**src/rtl/dacwp_pkg.sv**
```systemverilog
package dacwp_pkg;
	// Frame layout: address first, then code, most significant bit first.
	localparam int ADDR_WIDTH  = 5;
	localparam int CODE_WIDTH  = 14;
	localparam int WORD_WIDTH  = ADDR_WIDTH + CODE_WIDTH;
	localparam int CODE_LSB    = 0;
	localparam int ADDR_LSB    = CODE_WIDTH;
	localparam int FIFO_DEPTH  = 8;
	// Host transfer unit length; here it equals the word width, so one unit fills the frame and no bits are padding.
	localparam int HOST_WORD_LENGTH = WORD_WIDTH;
	localparam int HOST_UNITS       = (WORD_WIDTH + HOST_WORD_LENGTH - 1) / HOST_WORD_LENGTH;
	localparam int FRAME_BITS       = HOST_UNITS * HOST_WORD_LENGTH;
	// Link clock divider: serial clock half period in system clocks.
	localparam int SYS_PERIOD_PS = 4000;
	localparam int HALF_DIV      = 8;
	// Least gap between writes, rounded up to system cycles.
	localparam int GAP_NS        = 200;
	localparam int GAP_CYCLES    = (GAP_NS * 1000 + SYS_PERIOD_PS - 1) / SYS_PERIOD_PS;
	localparam int GAP_W         = 8;
	localparam logic [GAP_W-1:0] GAP_LOAD = GAP_W'(GAP_CYCLES);
	localparam logic [4:0] BITCNT_RESET = 5'h00;
	localparam logic [3:0] DIV_RESET    = 4'h0;
	localparam logic [3:0] DIV_LAST     = 4'(HALF_DIV - 1);
	localparam logic [4:0] BIT_LAST     = 5'(FRAME_BITS - 1);
	typedef enum logic [1:0] {DACWP_IDLE, DACWP_SETUP, DACWP_SHIFT, DACWP_GAP} dacwp_state_t;
endpackage

```
**src/rtl/dacwp_fifo.sv**
```systemverilog
`timescale 1ns/1ps
module dacwp_fifo #(
	parameter int WIDTH = 19,
	parameter int DEPTH = 8
)(
	// Clock and control.
	input  wire logic             clk_in,
	input  wire logic             reset_in,
	input  wire logic             enable_in,
	// Fill side.
	input  wire logic             in_valid_in,
	output logic                  in_ready_out,
	input  wire logic [WIDTH-1:0] in_data_in,
	// Drain side.
	output logic                  out_valid_out,
	input  wire logic             out_ready_in,
	output logic [WIDTH-1:0]      out_data_out
);
	localparam int AW = $clog2(DEPTH);
	logic [WIDTH-1:0] mem_reg [DEPTH];
	logic [AW-1:0]    wptr_reg;
	logic [AW-1:0]    rptr_reg;
	logic [AW:0]      count_reg;
	logic             push;
	logic             pop;

	// Handshake terms from the fill level.
	assign in_ready_out  = (count_reg != (AW+1)'(DEPTH));
	assign out_valid_out = (count_reg != '0);
	assign push          = enable_in && in_valid_in && in_ready_out;
	assign pop           = enable_in && out_valid_out && out_ready_in;
	assign out_data_out  = mem_reg[rptr_reg];

	// Storage is written at the write pointer.
	always_ff @(posedge clk_in)
	begin
		if (push)
			mem_reg[wptr_reg] <= in_data_in;
	end

	// Pointers and fill count.
	always_ff @(posedge clk_in)
	begin
		if (reset_in)
		begin
			wptr_reg  <= '0;
			rptr_reg  <= '0;
			count_reg <= '0;
		end
		else
		begin
			if (push)
				wptr_reg <= (wptr_reg == AW'(DEPTH-1)) ? '0 : wptr_reg + 1'b1;
			if (pop)
				rptr_reg <= (rptr_reg == AW'(DEPTH-1)) ? '0 : rptr_reg + 1'b1;
			if (push && !pop)
				count_reg <= count_reg + 1'b1;
			else if (pop && !push)
				count_reg <= count_reg - 1'b1;
		end
	end
endmodule

```
**src/rtl/dacwp_host.sv**
```systemverilog
`timescale 1ns/1ps
// Contract
// - Host changes data on rising edges
// - One whole 19-bit word per frame
// - Word sent most significant bit first
// - Frame select low throughout the word
// - Frame select returns high between writes
// - Byte hosts send three bytes per frame
// - Longer transfers left-justify the payload
// - Ten-bit hosts may send two words
// - Clock idles low, data valid falling
// - Shift clock travels with the data
// - Five address bits, then fourteen code
// - At least 200 ns between writes
module dacwp_host
	import dacwp_pkg::*;
(
	// System clock, reset and enable.
	input  wire logic                          clk_in,
	input  wire logic                          reset_in,
	input  wire logic                          enable_in,
	// Write requests from user logic.
	input  wire logic                          req_valid_in,
	output logic                               req_ready_out,
	input  wire logic [dacwp_pkg::ADDR_WIDTH-1:0] channel_address_bits_in,
	input  wire logic [dacwp_pkg::CODE_WIDTH-1:0] channel_code_bits_in,
	// Status.
	output logic                               busy_out,
	// Serial pins toward the DAC.
	output logic                               frame_sel_n_out,
	output logic                               sclk_out,
	output logic                               sdata_out
);
	import dacwp_pkg::*;

	logic [WORD_WIDTH-1:0] fifo_data;
	logic                  fifo_valid;
	logic                  fifo_pop;
	dacwp_state_t          state_reg;
	logic [WORD_WIDTH-1:0] shift_reg;
	logic [4:0]            bit_reg;
	logic [3:0]            div_reg;
	logic [GAP_W-1:0]      gap_reg;
	logic                  div_tick;

	// Address packed above the code so it goes out first.
	dacwp_fifo #(
		.WIDTH (WORD_WIDTH),
		.DEPTH (FIFO_DEPTH)
	) u_fifo (
		.clk_in        (clk_in),
		.reset_in      (reset_in),
		.enable_in     (enable_in),
		.in_valid_in   (req_valid_in),
		.in_ready_out  (req_ready_out),
		.in_data_in    ({channel_address_bits_in, channel_code_bits_in}),
		.out_valid_out (fifo_valid),
		.out_ready_in  (fifo_pop),
		.out_data_out  (fifo_data)
	);

	// A word is taken only when the link is idle.
	assign fifo_pop = (state_reg == DACWP_IDLE);
	assign div_tick = (div_reg == DIV_LAST);
	assign busy_out = (state_reg != DACWP_IDLE) || fifo_valid;

	// Divider that paces each serial clock half period.
	always_ff @(posedge clk_in)
	begin
		if (reset_in)
			div_reg <= DIV_RESET;
		else if (enable_in)
		begin
			if (state_reg == DACWP_IDLE || div_tick)
				div_reg <= DIV_RESET;
			else
				div_reg <= div_reg + 4'h1;
		end
	end

	// Frame sequencer: select, shift the whole word, then hold the gap.
	always_ff @(posedge clk_in)
	begin
		if (reset_in)
		begin
			state_reg       <= DACWP_IDLE;
			frame_sel_n_out <= 1'b1;
			sclk_out        <= 1'b0;
			sdata_out       <= 1'b0;
			shift_reg       <= '0;
			bit_reg         <= BITCNT_RESET;
			gap_reg         <= '0;
		end
		else if (enable_in)
		begin
			unique case (state_reg)
				DACWP_IDLE:
				begin
					sclk_out <= 1'b0;
					if (fifo_valid)
					begin
						// Falling select restarts the counter in the DAC.
						frame_sel_n_out <= 1'b0;
						shift_reg       <= fifo_data << 1;
						sdata_out       <= fifo_data[WORD_WIDTH-1];
						bit_reg         <= BITCNT_RESET;
						state_reg       <= DACWP_SETUP;
					end
				end
				DACWP_SETUP:
				begin
					// First bit settles for a half period before the first rise.
					if (div_tick)
					begin
						sclk_out  <= 1'b1;
						state_reg <= DACWP_SHIFT;
					end
				end
				DACWP_SHIFT:
				begin
					if (div_tick)
					begin
						if (sclk_out)
						begin
							// Falling edge: the DAC samples here.
							sclk_out <= 1'b0;
							if (bit_reg == BIT_LAST)
							begin
								// Padding clocks of longer host units carry zeros.
								gap_reg   <= GAP_LOAD;
								state_reg <= DACWP_GAP;
							end
							else
								bit_reg <= bit_reg + 5'h01;
						end
						else
						begin
							// Rising edge: present the next bit.
							sclk_out  <= 1'b1;
							sdata_out <= shift_reg[WORD_WIDTH-1];
							shift_reg <= shift_reg << 1;
						end
					end
				end
				DACWP_GAP:
				begin
					// Select rises one cycle after the last fall so the final bit keeps its hold.
					frame_sel_n_out <= 1'b1;
					// Select stays high for the least spacing.
					if (gap_reg == '0)
						state_reg <= DACWP_IDLE;
					else
						gap_reg <= gap_reg - 1'b1;
				end
			endcase
		end
	end
endmodule

```
**config.mk**
```make
export PLATFORM = sky130hd
export DESIGN_NAME = dacwp_host
export DESIGN_NICKNAME = d
export VERILOG_FILES = /design/src/rtl/dacwp_pkg.sv /design/src/rtl/dacwp_fifo.sv /design/src/rtl/dacwp_host.sv
export SDC_FILE = /design/constraint.sdc
export NUM_CORES = 1
export LEC_CHECK = 0
export BUFFER_PORTS_ARGS = -buffer_cell sky130_fd_sc_hd__buf_2
export CAP_MARGIN = 20
export CORE_MARGIN = 4
export CORE_UTILIZATION = 28
export CTS_CLUSTER_SIZE = 25
export DETAILED_ROUTE_END_ITERATION = 8
export SLEW_MARGIN = 20
export SYNTH_ARGS = -nofsm -noshare
export SYNTH_HDL_FRONTEND = slang
export SYNTH_SLANG_ARGS = --single-unit
export TNS_END_PERCENT = 50
```
**constraint.sdc**
```tcl
create_clock -name clk_in -period 8.6 [get_ports clk_in]
set_input_delay 1.29 -clock clk_in [delete_from_list [all_inputs] [get_ports clk_in]]
set_output_delay 1.29 -clock clk_in [all_outputs]
set_load 0.03 [all_outputs]
```
==> results of run 1 <==
[how the worst max path moves through the flow]
stage                              from                    to  slack, ns
floorplan                     enable_in  u_fifo.mem_reg[0][0]       4.63
global placement              enable_in   u_fifo.count_reg[3]       4.98
detailed placement            enable_in   u_fifo.count_reg[3]       4.95
CTS                 u_fifo.count_reg[0]              busy_out       5.31
global route               state_reg[0]              busy_out       5.16
finish              u_fifo.count_reg[0]              busy_out       5.33
[synth_stat cells, drive strengths merged, types with 3 or more instances]
cell type / count
nor3: 8
nor4: 9
nand2: 19
nand4: 4
a31oi: 7
buf: 17
a311oi: 3
or3b: 3
edfxtp: 152
nor2b: 6
and3: 3
mux2i: 5
o21ai: 7
mux4: 38
nor3b: 4
dfxtp: 53
ha: 17
or4: 4
nor2: 20
a22o: 18
o22ai: 19
nand3: 10
nand2b: 10
or2: 4
inv: 32
a21oi: 36
o211ai: 3
clkbuf: 12
nand3b: 3
[layer usage]
metal	up-vias	part of all wire (%)
met1	2369	49
met3	24	4.0
met4	2	1.5
li1	2262	-
met5	-	0.078
met2	67	46
[metrics by stage]
stage          hold WS, ns  setup slack, ns  instances  util (%)  area (sq um)
2_1_floorplan        0.427             4.63        559         -          8500
3_3_place_gp         0.434             4.98        956      30.5          9080
3_5_place_dp         0.443             4.95        956      30.5          9080
4_1_cts              0.457             5.31        994      32.8          9780
5_1_grt              0.490             5.16        994      32.8          9780
6_report             0.455             5.33        994      32.8          9780
[cell families after synthesis]
group,after synthesis,synth area share [%]
AOI/OAI and AO/OA,112,8.83
DFF,205,66.2
xor gates and xnor gates,2,0.206
adders and majority gates,18,2.74
buffers and inverters,61,3.15
and+or+nand+nor,117,8.11
muxes,44,10.8
[area by class of cell]
class	count	share of cell area, %
Sequential cell	205	57.5
Multi-Input combinational cell	293	27.1
Clock buffer	27	5.71
Tap cell	390	4.99
Timing Repair Buffer	36	2.07
Clock inverter	11	1.36
Inverter	32	1.23
[where the power goes]
part	internal [mW]	switching (mW)
Sequential	1.14	0.0474
Combinational	0.249	0.318
Clock	0.549	0.361
==> impl_metrics.tcl, run 1 <==
set metrics [dict create \
    syn_area_per_cell_sq_um 15.2 \
    drt-initial-drc-count 217 \
    grt_pass1_vias 4826 \
    drv_cap 0 \
    seq_area_sq_um 5630 \
    finalHoldViolCount 0 \
    coreArea_sq_um 29800 \
    dp_hpwl_um 9760 \
    vdd_drop_max_mv 0.120 \
    tightest_slew_ns 1.06 \
    reg2reg_slack_ns 5.58 \
    htree_num_levels 1 \
    multi_input_area_sq_um 2650 \
    worstSetupStartpointType "flip-flop" \
    whs_path_depth 1 \
    synth_area_sq_um 8500 \
    clk_latency_ns 0.49 \
    regToRegEndpoint "u_fifo.count_reg[3]" \
    drive_gt1_share_pct 21.0 \
    hp-class "flip-flop to flip-flop" \
    synth_edf_count 152 \
    nets 630 \
    rsz0062_at_grt "false" \
    rows 63 \
    grt_max_degree 40 \
    synth_top_area_share_pct 53.7 \
    maxSlewHeadroom_pct 29.2 \
    worstPathCellList "or4_1 -> nor2_1 -> inv_1 -> buf_2" \
    p_leak_nw 3.18 \
    final_cell_mix "152 x edfxtp_1, 51 x dfxtp_1, 38 x mux4_2" \
    cpPeakStageDelay_ns 0.60 \
    cts_tree "yes" \
    clk_pin_slew_ns 0.06 \
    power_density_nw_per_um2 272 \
    final.setup.tns_ns 0 \
    cp-end-kind "output pin" \
    area_growth_pct 15.1 \
    final_common_cell "edfxtp_1" \
    r2r_cells 10 \
    io_buffers 27 \
    syn-num-nets 600 \
    cts.repair.resized 0 \
    finalClockSkew_ns 0.00994 \
    cp_max_fo 6 \
    nFillCells 2912 \
    fin_crit_sh_pct 38.0 \
    grt_use_met1_pct 14.1 \
    critical_path_depth 4 \
    postCtsSetupBuffers 0 \
    p_total_mw 2.66 \
    synth_ff_type "edfxtp_1" \
    ys_warn_count 0 \
    num_vias 4724 \
    cpMaxStageDelayCell "or4_1" \
    outcome "finished clean" \
    ys_types 66 \
    gp_congestion 0.779 \
    grt_pass1_wl_um 26700 \
    antenna_left 0 \
    ys_ff_latch 205 \
    path_delay_family "simple AND/OR/NAND/NOR gates" \
    min-delay-start "shift_reg[1]" \
    synthArstFlopShare_pct 0 \
    antenna_found_initial 1 \
    synth_top_area_cell "edfxtp_1" \
    overflow 0 \
    syn_inst 559 \
    arrival_ns 1.98 \
    die-height_um 182 \
    grt_use_met3_pct 2.15 \
    die_x_um 182 \
    cts_root_buf "clkbuf_16" \
    grt_usage_pct 9.85 \
    cts.sinks 205 \
    largest_reg_flops 152 \
    yosysSeqAreaShare_pct 66.2 \
    cp.buffers_inverters 2 \
    cts_buffers 21 \
    wirelength_um 16600 \
    period_minus_slack_ns 3.27 \
    whs_endpoint "shift_reg[1]" \
    io_pins 28 \
    fmax_mhz 306 \
    slew_violations 0 \
    wl_per_cell_um 16.7 \
    clockBufferDepth 3 \
    viasPerCell 4.75 \
    die-area_sq_um 33200 \
    n_antenna_cell 0 \
    r2r_start "u_fifo.count_reg[0]" \
    use_met2_pct 15.5 \
    cts_hold_repair.buffers 0 \
    drc 0 \
    grt_busiest_layer "met2" \
    finalSetupViolCount 0 \
    critPathKind "flip-flop to output pin" \
    cp.required_ns 7.31 \
    synth.area.top_cells "edfxtp_1 54%, dfxtp_1 12%, mux4_2 10%, ha_1 2.5%, a21oi_1 2.1%" \
    first_pass_iters 4 \
    start_util_pct 28.5 \
]
Note: power is estimated with default switching activity, not from simulation.
==> inputs of run 2 (changes only) <==
==> constraint.sdc (replaced) <==
create_clock -name clk_in -period 3.3 [get_ports clk_in]
set_input_delay 0.495 -clock clk_in [delete_from_list [all_inputs] [get_ports clk_in]]
set_output_delay 0.495 -clock clk_in [all_outputs]
set_load 0.03 [all_outputs]
==> impl_metrics.tcl, run 2 (synthesized netlist as in run 1, its figures left out) <==
set metrics [dict create \
    use_met2_pct 16.2 \
    cp.required_ns 3.69 \
    p_seq_share_pct 45.4 \
    largest_reg_flops 152 \
    cpMostUsedCell "ha_1" \
    clk_latency_ns 0.50 \
    worstSetupStartpointType "flip-flop" \
    fin_crit_sh_pct 82.9 \
    finalHoldViolCount 0 \
    antenna_left 0 \
    slew_violations 0 \
    rows 63 \
    final_util_pct 32.9 \
    die-height_um 182 \
    worstPathCellList "or4b_1 -> nand3_1 -> inv_2 -> ha_1 -> inv_1 -> ha_1 -> a21o_1 -> a21oi_1 -> mux2i_1 -> mux2_2" \
    clk_pin_slew_ns 0.06 \
    die-area_sq_um 33200 \
    nFillCells 2910 \
    rsz0062_at_grt "false" \
    first_pass_iters 4 \
    overflow 0 \
    area_growth_pct 15.5 \
    clkPwrFrac_pct 33.1 \
    critPathKind "flip-flop to flip-flop" \
    cp_max_fo 6 \
    io_pins 28 \
    io_buffers 27 \
    tightest_slew_ns 0.960 \
    num_vias 4862 \
    arrival_ns 3.12 \
    viasPerCell 4.86 \
    period_minus_slack_ns 2.74 \
    htree_num_levels 1 \
    final_common_cell "edfxtp_1" \
    cpPeakStageDelay_ns 0.57 \
    maxSlewHeadroom_pct 36.0 \
    grt_use_met3_pct 2.03 \
    comb_power_share_pct 21.5 \
    switching_power_mw 1.94 \
    drv_cap 0 \
    drc 0 \
    hp-class "input port to flip-flop" \
    wirelength_um 17400 \
    cts.repair.resized 0 \
    p_total_mw 6.91 \
    grt_use_met1_pct 15.2 \
    final_cell_mix "152 x edfxtp_1, 51 x dfxtp_1, 38 x mux4_2" \
    drt-initial-drc-count 309 \
    antenna_found_initial 1 \
    cp-end-kind "flip-flop" \
    nets 638 \
    finalSetupViolCount 0 \
    grt_max_degree 38 \
    gp_congestion 0.742 \
    finalClockSkew_ns 0.00794 \
    die_x_um 182 \
    cts_tree "yes" \
    fmax_mhz 365 \
    cts.sinks 205 \
    cpMaxStageDelayCell "or4b_1" \
    drive_gt1_share_pct 22.4 \
    p_sw_share_pct 28.0 \
    power_density_nw_per_um2 704 \
    p_leak_nw 3.22 \
    grt_pass1_wl_um 27700 \
    clockBufferDepth 3 \
    grt_pass1_vias 4857 \
    vdd_drop_max_mv 0.352 \
    cts_hold_repair.buffers 0 \
    grt_usage_pct 10.4 \
    outcome "finished clean" \
    start_util_pct 28.5 \
    wl_per_cell_um 17.4 \
    grt_busiest_layer "met2" \
    cts_buffers 21 \
    cts_root_buf "clkbuf_16" \
    p_int_mw 4.97 \
    coreArea_sq_um 29800 \
    final.setup.tns_ns 0 \
    n_antenna_cell 0 \
    postCtsSetupBuffers 0 \
    dp_hpwl_um 10300 \
]
-- run 2: cell type report --
class	instances	area [sq um]	share of cell area, %
clock inverter	13	116	1.19
inverter	32	120	1.22
tap	390	488	4.97
multi-input combinational	293	2650	27.0
timing repair buffer	44	275	2.80
sequential	205	5630	57.3
clock buffer	24	537	5.47
-- run 2: final timing paths --
| kind | from | end | slack (ns) | cells after the start |
|---|---|---|---|---|
| worst max register to register | u_fifo.count_reg[0] | u_fifo.count_reg[3] | 0.56 | 10 |
| worst min register to register | shift_reg[1] | shift_reg[1] | 0.46 | 1 |
| worst min-delay path | channel_code_bits_in[12] | u_fifo.mem_reg[2][12] | 0.26 | 1 |
| worst max-delay path | u_fifo.count_reg[0] | u_fifo.count_reg[3] | 0.56 | 10 |
-- run 2: through the flow --
stage                     hold slack (ns)  instance area [sq um]  setup WS, ns  instances
after floorplan                     0.427                   8510         0.265        559
after global placement              0.436                   9160         0.624        964
after global routing                0.259                   9810         0.405       1001
after detailed placement            0.445                   9160         0.530        964
final                               0.262                   9810         0.564       1001
after CTS                           0.236                   9810         0.521       1001
-- run 2: power by group through the flow --
stage               logic, mW  registers [mW]  clock network [mW]
detailed placement       1.50            3.19                   0
CTS                      1.50            3.14                2.35
global placement         1.48            3.19                   0
floorplan                1.17            3.13                   0
global route             1.65            3.17                2.46
finish                   1.48            3.13                2.29
-- run 2: worst max-delay path, delay by kind of cell, from the launching register on --
kind	cells	cell delay, ns
and+or+nand+nor	2	0.72
muxes	2	0.55
adders and majority gates	2	0.44
DFF	1	0.38
AOI/OAI and AO/OA	2	0.34
buffers and inverters	2	0.20
-- run 2: layer usage --
| layer | part of all wire (%) | up-vias |
|---|---|---|
| met5 | 0.11 | - |
| met4 | 2.2 | 2 |
| met3 | 4.3 | 26 |
| met2 | 45 | 87 |
| met1 | 48 | 2479 |
| li1 | - | 2268 |
